===== src/logic/dcc_map.svh =====
// Register map, field positions and reset values for the channel two control block.
// Assumes a 32-bit AXI4-Lite slave port and one 25 MHz clock domain.
// What this block does
// Bus-error bit is OR of fault flags
// Any bus error halts and raises interrupt
// Read error sets sticky source fault, W1C
// Source address stays within three transfers of fault
// Write error sets sticky destination fault, W1C
// Destination address within five transfers of fault
// Busy rises at start, falls at end
// Enable gates triggers; clearing pauses, busy kept
// Checksum visibility advances checksum when selected
// Byte swap reverses halfwords and words
// Quiet mode interrupts only on null trigger or bus error
// Pacing values 0 to 0x3a pick peripheral requests
// Values 0x3b to 0x3e pick pacing timers
// Value 0x3f is permanent request
// Completion triggers chain target unless own index
// Chain target resets to two
// Wrap-select picks source or destination ring
// Ring size n keeps upper address bits
// Destination increment advances write address
// Source increment advances read address
// Width field gives byte, halfword, word steps
// Preferred flag feeds scheduler, not bus priority
// Writing zero leaves fault flags; clear next cycle
`ifndef DCC_MAP_SVH
`define DCC_MAP_SVH
`define DCC_OFF_CTRL 12'h08C
`define DCC_OFF_RADDR 12'h090
`define DCC_OFF_WADDR 12'h094
`define DCC_OFF_COUNT 12'h098
`define DCC_BIT_BUSERR 31
`define DCC_BIT_RDERR 30
`define DCC_BIT_WRERR 29
`define DCC_BIT_BUSY 24
`define DCC_BIT_SNIFF 23
`define DCC_BIT_SWAP 22
`define DCC_BIT_QUIET 21
`define DCC_PSEL_HI 20
`define DCC_PSEL_LO 15
`define DCC_CHAIN_HI 14
`define DCC_CHAIN_LO 11
`define DCC_BIT_RSEL 10
`define DCC_RING_HI 9
`define DCC_RING_LO 6
`define DCC_BIT_DINC 5
`define DCC_BIT_SINC 4
`define DCC_SIZE_HI 3
`define DCC_SIZE_LO 2
`define DCC_BIT_PREF 1
`define DCC_BIT_EN 0
`define DCC_OWN_INDEX 4'h2
`define DCC_PSEL_PERIPHERAL_DATA_REQUEST_MAX 6'h3A
`define DCC_PSEL_TMR0 6'h3B
`define DCC_PSEL_FREE 6'h3F
`define DCC_NUM_PERIPHERAL_DATA_REQUEST 59
`define DCC_RSP_OKAY 2'h0
`define DCC_RSP_SLVERR 2'h2
`endif


===== src/logic/dcc_pkg.sv =====
// Types for the channel two control block.
// Assumes dcc_map.svh supplies all numeric constants.
package dcc_pkg;
   // Transfer width encoding
   typedef enum logic [1:0] {DCC_BYTE = 2'h0, DCC_HALF = 2'h1, DCC_WORD = 2'h2} dcc_size_t;
   // Software-written control fields
   typedef struct packed {
      logic sniff;
      logic swap;
      logic quiet;
      logic [5:0] psel;
      logic [3:0] chain;
      logic rsel;
      logic [3:0] ring;
      logic dinc;
      logic sinc;
      logic [1:0] size;
      logic pref;
      logic en;
   } dcc_ctrl_t;
   // One bus beat report from the fabric side
   typedef struct packed {
      logic rd_done;
      logic rd_err;
      logic wr_done;
      logic wr_err;
   } dcc_beat_t;
endpackage : dcc_pkg


===== src/logic/dcc_channel.sv =====
// Control and status logic for DMA channel two, with its AXI4-Lite slave.
// Assumes the fabric reports each beat's completion and error in one-cycle pulses.
//
// Register access over AXI4-Lite was decided locally.
`include "dcc_map.svh"
module dcc_channel (
   // Clock and reset
   input wire logic aclk,
   input wire logic aresetn,
   // AXI4-Lite write channels
   input wire logic [11:0] awaddr,
   input wire logic awvalid,
   output logic awready,
   input wire logic [31:0] wdata,
   input wire logic [3:0] wstrb,
   input wire logic wvalid,
   output logic wready,
   output logic [1:0] bresp,
   output logic bvalid,
   input wire logic bready,
   // AXI4-Lite read channels
   input wire logic [11:0] araddr,
   input wire logic arvalid,
   output logic arready,
   output logic [31:0] rdata,
   output logic [1:0] rresp,
   output logic rvalid,
   input wire logic rready,
   // Trigger and pacing inputs
   input wire logic trigger_in,
   input wire logic null_trigger,
   input wire logic [58:0] peripheral_data_request,
   input wire logic [3:0] timer_request,
   input wire logic sniff_enabled,
   input wire logic sniff_sel_this,
   // Fabric side
   input wire dcc_pkg::dcc_beat_t beat,
   input wire logic [31:0] beat_data,
   output logic issue_req,
   output logic issue_preferred,
   output logic [31:0] read_address,
   output logic [31:0] write_address,
   output logic [31:0] swapped_data,
   output logic [1:0] xfer_size,
   output logic sniff_advance,
   // Completion events
   output logic chain_fire,
   output logic [3:0] chain_index,
   output logic irq_pulse
);
   // Control register and live state
   dcc_pkg::dcc_ctrl_t ctrl_reg;
   // Sticky faults, cleared by a written one
   logic rd_fault_reg;
   logic wr_fault_reg;
   // Set at start, cleared by the last beat
   logic busy_reg;
   logic [31:0] raddr_reg, waddr_reg, count_reg;
   logic [31:0] raddr_next, waddr_next;
   logic [31:0] rdata_reg;
   logic chain_fire_reg, irq_reg, sniff_reg;
   logic [31:0] swap_reg;
   // Write path holding latches, so AW and W may arrive in either order
   logic aw_held, w_held, bvalid_reg, rvalid_reg;
   logic [11:0] aw_addr_reg;
   logic [31:0] w_data_reg;
   logic [3:0] w_strb_reg;

   // Write handshake decode
   wire aw_take = awvalid && !aw_held && !bvalid_reg;
   wire w_take = wvalid && !w_held && !bvalid_reg;
   wire aw_now = aw_held || aw_take;
   wire w_now = w_held || w_take;
   wire wr_fire = aw_now && w_now && !bvalid_reg;
   wire [11:0] wr_addr = aw_held ? aw_addr_reg : awaddr;
   wire [31:0] wr_data = w_held ? w_data_reg : wdata;
   wire [3:0] wr_strb = w_held ? w_strb_reg : wstrb;
   wire wr_ctrl = wr_fire && (wr_addr == `DCC_OFF_CTRL);
   wire wr_raddr = wr_fire && (wr_addr == `DCC_OFF_RADDR);
   wire wr_waddr = wr_fire && (wr_addr == `DCC_OFF_WADDR);
   wire wr_count = wr_fire && (wr_addr == `DCC_OFF_COUNT);
   wire wr_hit = wr_ctrl || wr_raddr || wr_waddr || wr_count;
   assign awready = aw_take;
   assign wready = w_take;
   assign bvalid = bvalid_reg;
   assign arready = !rvalid_reg;
   assign rvalid = rvalid_reg;
   assign rdata = rdata_reg;

   // Strobed merge of write data with a current value
   function automatic logic [31:0] merge(input logic [31:0] cur, input logic [31:0] nw,
                                         input logic [3:0] st);
      logic [31:0] m;
      m = cur;
      for (int i = 0; i < 4; i++) begin
         if (st[i]) begin
            m[i*8 +: 8] = nw[i*8 +: 8];
         end
      end
      return m;
   endfunction : merge

   // Pacing selection: peripheral, timer or permanent request
   wire [5:0] psel = ctrl_reg.psel;
   // Range test first: codes past the last line never pick one
   wire peripheral_data_request_sel = (psel <= `DCC_PSEL_PERIPHERAL_DATA_REQUEST_MAX) && peripheral_data_request[psel];
   // Timer index is the distance from the first timer code
   wire [5:0] tmr_off = psel - `DCC_PSEL_TMR0;
   wire tmr_sel = (psel >= `DCC_PSEL_TMR0) && (psel < `DCC_PSEL_FREE)
                  && timer_request[tmr_off[1:0]];
   wire pacing_request = peripheral_data_request_sel || tmr_sel || (psel == `DCC_PSEL_FREE);

   // Any fault halts issue until both flags are cleared
   wire fault_any = rd_fault_reg || wr_fault_reg;
   wire bus_err = beat.rd_err || beat.wr_err;
   // Triggers are lost while busy, disabled or faulted
   wire start_seq = trigger_in && ctrl_reg.en && !busy_reg && !fault_any;
   assign issue_req = busy_reg && ctrl_reg.en && !fault_any && pacing_request;
   assign issue_preferred = issue_req && ctrl_reg.pref;
   // Sequence ends on the clean write of its last transfer
   wire last_done = busy_reg && beat.wr_done && !beat.wr_err && (count_reg == 32'h1);

   // Step size and ring-wrapped address update
   wire [31:0] step = (ctrl_reg.size == dcc_pkg::DCC_WORD) ? 32'h4 :
                      (ctrl_reg.size == dcc_pkg::DCC_HALF) ? 32'h2 : 32'h1;
   wire [31:0] ring_mask = (ctrl_reg.ring == 4'h0) ? 32'hFFFFFFFF
                         : ((32'h1 << ctrl_reg.ring) - 32'h1);
   // Only the masked low bits take the sum, so a ring stays aligned
   function automatic logic [31:0] advance(input logic [31:0] a, input logic [31:0] st,
                                           input logic [31:0] mk);
      logic [31:0] s;
      s = a + st;
      return (a & ~mk) | (s & mk);
   endfunction : advance
   // Ring applies to one side only
   wire [31:0] rmask = ctrl_reg.rsel ? 32'hFFFFFFFF : ring_mask;
   wire [31:0] wmask = ctrl_reg.rsel ? ring_mask : 32'hFFFFFFFF;
   // Addresses stop on the faulting beat, so they never run past it
   assign raddr_next = (beat.rd_done && !beat.rd_err && ctrl_reg.sinc)
                       ? advance(raddr_reg, step, rmask) : raddr_reg;
   assign waddr_next = (beat.wr_done && !beat.wr_err && ctrl_reg.dinc)
                       ? advance(waddr_reg, step, wmask) : waddr_reg;

   // Byte order per transfer width
   wire [31:0] swap_val = !ctrl_reg.swap ? beat_data :
      (ctrl_reg.size == dcc_pkg::DCC_WORD) ? {beat_data[7:0], beat_data[15:8],
                                             beat_data[23:16], beat_data[31:24]} :
      (ctrl_reg.size == dcc_pkg::DCC_HALF) ? {beat_data[23:16], beat_data[31:24],
                                             beat_data[7:0], beat_data[15:8]} :
      beat_data;

   // Status word seen on read
   wire [31:0] ctrl_view = {fault_any, rd_fault_reg, wr_fault_reg, 4'h0, busy_reg,
                            ctrl_reg.sniff, ctrl_reg.swap, ctrl_reg.quiet, ctrl_reg.psel,
                            ctrl_reg.chain, ctrl_reg.rsel, ctrl_reg.ring, ctrl_reg.dinc,
                            ctrl_reg.sinc, ctrl_reg.size, ctrl_reg.pref, ctrl_reg.en};
   // Unmapped reads return zero with an error response
   wire [31:0] rd_mux = (araddr == `DCC_OFF_CTRL) ? ctrl_view :
                        (araddr == `DCC_OFF_RADDR) ? raddr_reg :
                        (araddr == `DCC_OFF_WADDR) ? waddr_reg :
                        (araddr == `DCC_OFF_COUNT) ? count_reg : 32'h0;
   wire rd_hit = (araddr == `DCC_OFF_CTRL) || (araddr == `DCC_OFF_RADDR)
                 || (araddr == `DCC_OFF_WADDR) || (araddr == `DCC_OFF_COUNT);
   // Byte strobes let software rewrite one control byte alone
   wire [31:0] ctrl_merged = merge(ctrl_view, wr_data, wr_strb);

   // AXI write handshake state
   always_ff @(posedge aclk) begin
      if (!aresetn) begin
         aw_held <= 1'b0;
         w_held <= 1'b0;
         bvalid_reg <= 1'b0;
         aw_addr_reg <= 12'h000;
         w_data_reg <= 32'h0;
         w_strb_reg <= 4'h0;
         bresp <= `DCC_RSP_OKAY;
      end else begin
         // Latch whichever half arrives first
         if (aw_take && !wr_fire) begin
            aw_held <= 1'b1;
            aw_addr_reg <= awaddr;
         end
         if (w_take && !wr_fire) begin
            w_held <= 1'b1;
            w_data_reg <= wdata;
            w_strb_reg <= wstrb;
         end
         if (wr_fire) begin
            aw_held <= 1'b0;
            w_held <= 1'b0;
            bvalid_reg <= 1'b1;
            // Unmapped writes are answered but change nothing
            bresp <= wr_hit ? `DCC_RSP_OKAY : `DCC_RSP_SLVERR;
         end else if (bready) begin
            bvalid_reg <= 1'b0;
         end
      end
   end

   // AXI read answer, one cycle after the address is taken
   always_ff @(posedge aclk) begin
      if (!aresetn) begin
         rvalid_reg <= 1'b0;
         rdata_reg <= 32'h0;
         rresp <= `DCC_RSP_OKAY;
      end else if (arvalid && !rvalid_reg) begin
         rvalid_reg <= 1'b1;
         rdata_reg <= rd_mux;
         rresp <= rd_hit ? `DCC_RSP_OKAY : `DCC_RSP_SLVERR;
      end else if (rready) begin
         rvalid_reg <= 1'b0;
      end
   end

   // Control fields; chain target comes out of reset at our own index
   always_ff @(posedge aclk) begin
      if (!aresetn) begin
         ctrl_reg <= '0;
         ctrl_reg.chain <= `DCC_OWN_INDEX;
      end else if (wr_ctrl) begin
         // Status bits above the fields are not stored
         ctrl_reg <= dcc_pkg::dcc_ctrl_t'(ctrl_merged[`DCC_BIT_SNIFF:0]);
      end
   end

   // Sticky faults: a new error wins over a same-cycle clear
   always_ff @(posedge aclk) begin
      if (!aresetn) begin
         rd_fault_reg <= 1'b0;
         wr_fault_reg <= 1'b0;
      end else begin
         if (beat.rd_err) begin
            rd_fault_reg <= 1'b1;
         end else if (wr_ctrl && wr_strb[3] && wr_data[`DCC_BIT_RDERR]) begin
            rd_fault_reg <= 1'b0;
         end
         if (beat.wr_err) begin
            wr_fault_reg <= 1'b1;
         end else if (wr_ctrl && wr_strb[3] && wr_data[`DCC_BIT_WRERR]) begin
            wr_fault_reg <= 1'b0;
         end
      end
   end

   // Sequence state, addresses and remaining count
   always_ff @(posedge aclk) begin
      if (!aresetn) begin
         busy_reg <= 1'b0;
         raddr_reg <= 32'h0;
         waddr_reg <= 32'h0;
         count_reg <= 32'h0;
      end else begin
         raddr_reg <= wr_raddr ? wr_data : raddr_next;
         waddr_reg <= wr_waddr ? wr_data : waddr_next;
         // A faulted write leaves the count, so that beat runs again
         if (wr_count) begin
            count_reg <= wr_data;
         end else if (busy_reg && beat.wr_done && !beat.wr_err) begin
            count_reg <= count_reg - 32'h1;
         end
         if (start_seq) begin
            busy_reg <= 1'b1;
         end else if (last_done) begin
            busy_reg <= 1'b0;
         end
      end
   end

   // Completion events and data path outputs
   always_ff @(posedge aclk) begin
      if (!aresetn) begin
         chain_fire_reg <= 1'b0;
         irq_reg <= 1'b0;
         sniff_reg <= 1'b0;
         swap_reg <= 32'h0;
      end else begin
         chain_fire_reg <= last_done && (ctrl_reg.chain != `DCC_OWN_INDEX);
         // Errors always interrupt; quiet mode keeps only the null trigger
         irq_reg <= bus_err || (ctrl_reg.quiet ? null_trigger : last_done);
         // One checksum step per read beat
         sniff_reg <= beat.rd_done && ctrl_reg.sniff && sniff_enabled && sniff_sel_this;
         swap_reg <= swap_val;
      end
   end
   assign chain_fire = chain_fire_reg;
   assign chain_index = ctrl_reg.chain;
   assign irq_pulse = irq_reg;
   assign sniff_advance = sniff_reg;
   assign swapped_data = swap_reg;
   assign read_address = raddr_reg;
   assign write_address = waddr_reg;
   assign xfer_size = ctrl_reg.size;
endmodule : dcc_channel


===== config.mk =====
export PLATFORM = sky130hd
export DESIGN_NAME = dcc_channel
export DESIGN_NICKNAME = d
export VERILOG_FILES = /design/src/logic/dcc_pkg.sv /design/src/logic/dcc_channel.sv
export VERILOG_INCLUDE_DIRS = /design/src /design/src/logic
export SDC_FILE = /design/constraint.sdc
export NUM_CORES = 1
export LEC_CHECK = 0
export ABC_CLOCK_PERIOD_IN_PS = 4140
export BUFFER_PORTS_ARGS = -buffer_cell sky130_fd_sc_hd__buf_2
export CORE_MARGIN = 3
export CORE_UTILIZATION = 55
export DETAILED_ROUTE_END_ITERATION = 6
export PLACE_DENSITY = 0.81
export SLEW_MARGIN = 20
export SYNTH_ARGS = -nofsm -noshare
export SYNTH_HDL_FRONTEND = slang
export SYNTH_SLANG_ARGS = --single-unit

===== constraint.sdc =====
create_clock -name aclk -period 4.14 [get_ports aclk]
set_clock_uncertainty 0.15 [all_clocks]
set_input_delay 1.242 -clock aclk [delete_from_list [all_inputs] [get_ports aclk]]
set_output_delay 1.242 -clock aclk [all_outputs]
set_load 0.01 [all_outputs]

==> results of run 1 <==
tightest hold or removal path, cell delays in order (launching register included):
cell     delay, ns
dfxtp_1       0.30
nand2_1       0.05
a21oi_1       0.05
synth_stat cells (36+ instances only):
| cell type | count | area share, % |
|---|---|---|
| nor3_1 | 134 | 4.8 |
| dfxtp_1 | 244 | 35 |
| nor2_1 | 91 | 2.5 |
| a211oi_1 | 62 | 3.4 |
| mux2i_1 | 58 | 4.2 |
| xnor2_1 | 47 | 3.0 |
| o31ai_1 | 59 | 3.2 |
| nand2_1 | 111 | 3.0 |
| nand3_1 | 50 | 1.8 |
| inv_1 | 52 | 1.4 |
| a21oi_1 | 124 | 4.5 |
| clkbuf_1 | 121 | 3.3 |
| mux2_2 | 36 | 2.9 |
what timing repair did:
item | in CTS | in global routing
endpoints found under the setup margin | 1 | 1
hold buffers | 0 | 0
resized for setup | 1 | 4
worst max-delay path by stage:
stage | slack [ns] | cells past startpoint | to | startpoint
floorplan | 0.44 | 8 | issue_req | psel[0]$_SDFFE_PN0P_
global placement | 0.05 | 8 | issue_req | peripheral_data_request[7]
detailed placement | 0.07 | 8 | issue_req | peripheral_data_request[14]
CTS | 0.05 | 8 | issue_req | peripheral_data_request[14]
global route | 0.01 | 8 | issue_req | peripheral_data_request[14]
finish | 0.02 | 8 | issue_req | peripheral_data_request[14]
stage by stage:
| stage | worst slack, ns | power [mW] |
|---|---|---|
| detailed placement | 0.0700 | 3.16 |
| CTS | 0.0475 | 5.80 |
| finish | 0.0164 | 5.83 |
| floorplan | 0.439 | 2.86 |
| global placement | 0.0528 | 3.14 |
| global route | 0.00995 | 5.98 |
power groups by stage:
stage	Combinational, mW	Sequential, mW	Clock [mW]
CTS	0.657	2.45	2.69
detailed placement	0.653	2.50	0
floorplan	0.360	2.50	0
global route	0.722	2.46	2.79
global placement	0.642	2.50	0
finish	0.682	2.45	2.69
cell usage in the layout, fill, tap and decap left out, drive strengths merged, types with 6 or more instances in the layout:
cell     instances
nand2b          11
a31oi            8
ha              14
o2111ai         22
o221ai          10
dfxtp          244
and4             9
or4             27
inv             53
nor3b            7
a221oi          11
o22ai           17
xor2             8
nand4           23
a22oi           20
a211oi          62
bufinv           6
nand2          111
buf            362
xnor2           47
mux2i           58
mux4            13
nor2            91
nor4            21
nand3           50
or3             19
o31ai           59
a21oi          124
a21o             8
nor3           135
and3            10
o21ai           30
or4b             6
nor2b           25
mux2            36
a311oi          34
clkbuf          38
cells by family (layout without fill, tap and decap cells):
family          count (synthesis)  count (layout)
xor+xnor                       55              55
simple gates                  570             570
other cells                     1               4
fa+ha+maj                      17              17
compound gates                450             450
mux                           107             107
flops                         244             244
buf+inv                       199             463
area by class of cell:
class	count	share of cell area, %
tap	324	2.43
clock buffer	38	4.72
inverter	53	1.22
timing repair buffer	362	11.8
antenna	2	0.0300
multi-input combinational	1201	49.2
sequential	244	29.3
clock inverter	10	1.22
routing by layer:
layer	up-vias	GRT usage, %	routed length, µm
met3	221	11.3	7780
li1	6713	-	-
met4	2	21.1	3400
met1	7061	47.5	19400
met5	-	0	12
met2	1153	57.7	23000
==> flow_summary.toml, run 1 <==
[run_status]
status = "finished, final reports clean"

[critical_path]
r2r-start = "xfer_size[0]$_SDFFE_PN0P_"
endpoint_kind = "primary output"
crit_fanout = 2
crit_path_top_delay_cell = "mux4_2"
arrival_ns = 2.73
ff2ff_path_depth = 10
crit_path_max_incr_delay_ns = 0.34
worstPathCellList = "buf_2 > mux4_2 > nand3_1 > nand4_1 > o21ai_0 > buf_4 > o21ai_4 > buf_2"
crit_top_cell = "buf_2"
crit_path_start_kind = "input port"
worst-r2r-setup-slack_ns = 0.36
cp_data_required_time_ns = 2.75
critical-path-top-delay-family = "buffers and inverters"
path_buf_inv = 3
worstSetupPathType = "in2out"

[final_layout]
areaGrowthSynthToFinish_pct = 20.3
nets = 2075
fin_area_mm2 = 0.0167
seqCellArea_mm2 = 0.00489
finalCoreUtilization_pct = 67.9
fill_cells = 2033
stdcell_count = 2234
multi_input_area_mm2 = 0.00820
drive_gt1_share_pct = 25.7

[power_and_ir_drop]
internal_power_mw = 4.34
vdd_drop_max_uv = 329
comb_power_share_pct = 11.7
power_frac_seq_pct = 42.1
cellLeakagePower_nw = 6.18
powerDensity_mw_per_mm2 = 350
switchingPower_mw = 1.48
clkPwrFrac_pct = 46.2
swShare_pct = 25.4

[synth]
yosys.area_share.simple_pct = 21.7
synth_top_family_by_area = "compound AO/OA/AOI/OAI gates"
synthAdderAreaFrac_pct = 1.63
synth-warning-count = 0
async_flop_share_pct = 0
synth_xor_xnor_area_share_pct = 3.48
synth_cells = 1643
yosysSeqAreaShare_pct = 35.3
synth_compound_area_share_pct = 22.8
synth_edf_count = 0
muxShareOfSynthArea_pct = 9.24
synthDistinctLibCells = 78
synth-main-ff-cell = "dfxtp_1"
synth_area_per_cell_um2 = 8.43
ys_seq_elements = 244
netlist_area_mm2 = 0.0138

[sta]
tns_ns = 0
finalSetupViolations = 0
worstMarginPinSlew_ns = 1.11
period_minus_slack_ns = 4.12
grt_setup_unrepaired = "no"
maxSlewHeadroom_pct = 25.4
finalHoldViolCount = 0
fin_hold_ws_ns = 0.302
clock.fmax_mhz = 243
finalCritPeriodShare_pct = 99.6
drv_slew = 0

[clocking]
cts_setup_buffers = 0
clk_pin_slew_ns = 0.06
h-tree-depth = 1
cts_tree = "built"
clock-sinks = 244
numCtsBuffers = 27
clockBufferDepth = 3
cts-root-buf = "clkbuf_16"
clock_latency_ns = 0.54

[grt]
grt_pass1_wl_um = 80200
grt_usage_pct = 37.7
grt_pass1_vias = 14108
antenna_found_initial = 3
grt_max_degree = 82
overflow = 0

[detailed_routing]
first_pass_iters = 6
vias = 15150
route.detailed.drc = 0
drt-initial-drc-count = 2003
vias_per_cell = 6.78
routedWlPerCell_um = 24.0
drt-total-wl_um = 53600
ant_nets = 0

[floorplanning]
start_util_pct = 56.4
die-area_mm2 = 0.0271
die_w_um = 165
rows = 57
fp.coreArea_mm2 = 0.0245
die_h_um = 165
ioPinCount = 318

[worst_hold_path]
hold_end = "w_data_reg[0]$_SDFFE_PN0P_"
min_from = "w_data_reg[0]$_SDFFE_PN0P_"
holdPathStages = 2
hp-class = "reg2reg"

[flow_run]
cap_violations = 0

[place]
dpl_cell_area_mm2 = 0.0156
place.gp.congestion = 1.01
placed_cells = 2184
portBuffers = 315
dp_hpwl_um = 37900
No activity file was read; power rests on OpenSTA's default activity.
==> run 2, diff against run 1 <==
Settings changed: SETUP_SLACK_MARGIN set to 0.02.
==> flow_summary.toml, run 2 (same netlist as run 1, synthesis figures left out) <==
[floorplanning]
start_util_pct = 56.4
fp.coreArea_mm2 = 0.0245
die_w_um = 165
die-area_mm2 = 0.0271
die_h_um = 165
rows = 57
ioPinCount = 318

[clocking]
clockBufferDepth = 3
clk_pin_slew_ns = 0.06
numCtsBuffers = 27
clock_latency_ns = 0.54
cts-root-buf = "clkbuf_16"
cts_setup_buffers = 0
h-tree-depth = 1
clock-sinks = 244
cts_tree = "built"

[place]
dpl_cell_area_mm2 = 0.0156
dp_hpwl_um = 37900
place.gp.congestion = 1.01
portBuffers = 315

[grt]
grt_pass1_vias = 14108
overflow = 0
met2_usage_pct = 57.7
use_met3_pct = 11.3
grt_usage_pct = 37.7
grt_max_degree = 82
top_usage_layer = "met2"
antenna_found_initial = 3
grt_pass1_wl_um = 80200
use_met1_pct = 47.5

[critical_path]
crit_fanout = 2
endpoint_kind = "primary output"
worstSetupPathType = "in2out"
cp_data_required_time_ns = 2.75
arrival_ns = 2.72
crit_path_start_kind = "input port"

[sta]
grt_setup_unrepaired = "no"
finalHoldViolCount = 0
maxSlewHeadroom_pct = 25.4
clock.fmax_mhz = 243
fin_hold_ws_ns = 0.304
tns_ns = 0
finalSetupViolations = 0
period_minus_slack_ns = 4.11
drv_slew = 0
worstMarginPinSlew_ns = 1.12
finalCritPeriodShare_pct = 99.3

[power_and_ir_drop]
vdd_drop_max_uv = 330
internal_power_mw = 4.35
cellLeakagePower_nw = 6.18
clkPwrFrac_pct = 46.2
switchingPower_mw = 1.48
power_frac_seq_pct = 42.1
comb_power_share_pct = 11.7
powerDensity_mw_per_mm2 = 350
swShare_pct = 25.5

[run_status]
status = "finished, final reports clean"

[detailed_routing]
vias_per_cell = 6.78
drt-total-wl_um = 53700
vias = 15136
drt-initial-drc-count = 1887
routedWlPerCell_um = 24.1
ant_nets = 0
route.detailed.drc = 0
first_pass_iters = 5

[final_layout]
final_cell_mix = "315 x buf_2, 242 x dfxtp_1, 134 x nor3_1, 124 x a21oi_1, 111 x nand2_1"
final_common_cell = "buf_2"
nets = 2075
areaGrowthSynthToFinish_pct = 20.5
fin_area_mm2 = 0.0167
drive_gt1_share_pct = 25.8

[worst_hold_path]
hp-class = "reg2reg"

[flow_run]
cap_violations = 0
run 2: cell counts in the layout (fill, tap and decap cells not counted):
No cell type changed its count.
run 2: power by group through the flow:
stage | logic, mW | clock network (mW) | registers (mW)
floorplan | 0.360 | 0 | 2.50
global placement | 0.642 | 0 | 2.50
detailed placement | 0.653 | 0 | 2.50
CTS | 0.657 | 2.69 | 2.45
global route | 0.723 | 2.79 | 2.46
finish | 0.684 | 2.69 | 2.45
run 2: worst paths after layout:
check	slack [ns]	cells past startpoint	from	end
worst max-delay path	0.03	8	peripheral_data_request[14]	issue_req
worst min-delay path	0.30	2	w_data_reg[6]$_SDFFE_PN0P_	w_data_reg[6]$_SDFFE_PN0P_
worst max register to register	0.33	10	xfer_size[0]$_SDFFE_PN0P_	flop
worst min register to register	0.30	2	w_data_reg[6]$_SDFFE_PN0P_	w_data_reg[6]$_SDFFE_PN0P_
run 2: repair_timing:
| item | CTS | global route |
|---|---|---|
| resized for setup | 1 | 7 |
| hold buffers | 0 | 0 |
| cloned | 0 | 0 |
| setup endpoints to repair | 1 | 1 |
run 2: layout make-up:
class	count	area, µm²
Inverter	53	204
Sequential cell	244	4890
Clock inverter	10	203
Antenna cell	2	5.00
Timing Repair Buffer	362	1970
Multi-Input combinational cell	1201	8220
Fill cell	2032	7860
Clock buffer	38	787
Tap cell	324	405
run 2: worst max-delay path, cell delays in order:
cell     delay, ns
buf_2         0.16
mux4_2        0.35
nand3_2       0.09
nand4_1       0.13
o21ai_0       0.09
buf_4         0.16
o21ai_4       0.29
buf_2         0.20
run 2: through the flow:
step                      setup WS (ns)  cells  util (%)  total power [mW]
after floorplan                   0.439   1644         -              2.86
after global placement           0.0528   2184      63.7              3.14
after detailed placement         0.0700   2184      63.7              3.16
after CTS                        0.0475   2232      67.8              5.80
after global routing             0.0261   2233      68.0              5.98
final                            0.0276   2234      68.0              5.83
run 2: metal layers:
| metal | vias to the layer above | wire length [µm] |
|---|---|---|
| met5 | - | 12 |
| met4 | 2 | 3030 |
| met3 | 185 | 7660 |
| met2 | 1123 | 23400 |
| met1 | 7110 | 19700 |
| li1 | 6716 | - |
==> run 3, diff against run 2 <==
Settings changed: ABC_CLOCK_PERIOD_IN_PS 4140 to 3550, CORE_UTILIZATION 55 to 50, PLACE_DENSITY 0.81 to 0.78, RECOVER_POWER set to 25, REMOVE_ABC_BUFFERS set to 1.
Clock period 4.14 ns to 3.55 ns, I/O delays scaled along.
==> flow_summary.toml, run 3 (same netlist as run 1, synthesis figures left out) <==
[sta]
clock.fmax_mhz = 279
fin_hold_ws_ns = 0.304
drv_slew = 58
worstMarginPinSlew_ns = 2.28
finalSetupViolations = 2
period_minus_slack_ns = 3.59
finalCritPeriodShare_pct = 101
grt_setup_unrepaired = "yes"
maxSlewHeadroom_pct = -52.1
finalHoldViolCount = 0
layout_setup_ws_ns = -0.0351
tns_ns = -0.0471

[critical_path]
worstSetupPathType = "reg2out"
path_buf_inv = 2
worstPathCellList = "buf_12 > mux4_2 > mux2i_1 > o2111ai_1 > nand3_1 > o21ai_1 > buf_2"
worst-r2r-setup-slack_ns = 0.23
crit_path_start_kind = "flop"
crit_path_top_delay_cell = "mux4_2"
critical-path-top-delay-family = "multiplexers"
ff2ff_path_depth = 9
crit_fanout = 6
crit_path_max_incr_delay_ns = 0.50
arrival_ns = 2.37
r2r-start = "xfer_size[1]$_SDFFE_PN0P_"
crit_start = "psel[0]$_SDFFE_PN0P_"
cp_data_required_time_ns = 2.33
endpoint_kind = "primary output"

[grt]
grt_usage_pct = 34.7
grt_pass1_vias = 14468
grt_max_degree = 100
grt_pass1_wl_um = 81300
antenna_found_initial = 3
overflow = 0

[place]
pre_cts_ws_ns = -0.0383
placed_cells = 2262
portBuffers = 315
dp_hpwl_um = 39100
place.gp.congestion = 0.980
dpl_cell_area_mm2 = 0.0160

[clocking]
clock-sinks = 244
hold_buffers = 0
clock_latency_ns = 0.56
clk_pin_slew_ns = 0.06
numCtsBuffers = 28
clockBufferDepth = 3
cts_tree = "built"
h-tree-depth = 1
cts-root-buf = "clkbuf_16"

[floorplanning]
fp.coreArea_mm2 = 0.0271
rows = 60
die_w_um = 172
ioPinCount = 318
die_h_um = 172
start_util_pct = 51.1
die-area_mm2 = 0.0297

[run_status]
violations = "capacitance limit, slew limit, setup timing"
status = "finished, violations left"

[worst_hold_path]
holdPathStages = 2
min_from = "w_data_reg[19]$_SDFFE_PN0P_"
hp-class = "reg2reg"
hold_end = "w_data_reg[19]$_SDFFE_PN0P_"

[detailed_routing]
vias_per_cell = 6.53
first_pass_iters = 6
vias = 15154
drt-initial-drc-count = 1795
routedWlPerCell_um = 23.5
route.detailed.drc = 0
ant_nets = 0
drt-total-wl_um = 54500

[final_layout]
final_cell_mix = "261 x buf_2, 241 x dfxtp_1, 134 x nor3_1, 124 x a21oi_1, 111 x nand2_1"
stdcell_count = 2319
nets = 2111
final_common_cell = "buf_2"
drive_gt1_share_pct = 24.4
finalCoreUtilization_pct = 62.9
areaGrowthSynthToFinish_pct = 23.1
fin_area_mm2 = 0.0170
fill_cells = 2435

[power_and_ir_drop]
cellLeakagePower_nw = 6.19
powerDensity_mw_per_mm2 = 408
vdd_drop_max_uv = 380
finalPower_mw = 6.95

[flow_run]
cap_violations = 1
-- run 3: worst max-delay path by stage --
stage,slack [ns],cells after the start,endpoint
after floorplan,-1.74,5,flop
after global placement,-0.008,6,issue_req
after detailed placement,-0.04,7,issue_req
after CTS,-0.01,7,issue_req
after global routing,-0.13,8,issue_preferred
final,-0.04,7,issue_req
-- run 3: final cells by class --
cell class / instances / area (µm²) / area share (%)
clock buffer: 37 / 806 / 4.73
sequential: 244 / 4890 / 28.7
tap: 372 / 465 / 2.73
clock inverter: 14 / 254 / 1.49
inverter: 53 / 199 / 1.17
antenna: 1 / 2.50 / 0.0147
timing repair buffer: 397 / 2210 / 13.0
multi-input combinational: 1201 / 8200 / 48.2
-- run 3: tightest hold or removal path: stages (launching register included) --
cell     delay, ns
dfxtp_1       0.31
nand2_1       0.05
a21oi_1       0.05
-- run 3: routing by layer --
| layer | vias up | GRT usage, % | routed length (µm) |
|---|---|---|---|
| li1 | 6799 | - | - |
| met1 | 7173 | 44.8 | 20900 |
| met2 | 961 | 54.9 | 24600 |
| met3 | 217 | 8.16 | 6060 |
| met4 | 4 | 16.9 | 2930 |
| met5 | - | 0 | 22 |
-- run 3: where the power goes --
group / leakage (nW) / switching, mW / internal, mW
Sequential: 1.98 / 0.0552 / 2.81
Combinational: 3.68 / 0.490 / 0.286
Clock: 0.516 / 1.21 / 2.10
-- run 3: what timing repair did --
item                                    CTS  global route
pin swaps                                 1             0
gates resized for setup                  17             2
endpoints found under the setup margin    2             2
cloned                                    1             0
buffers inserted                          4             0
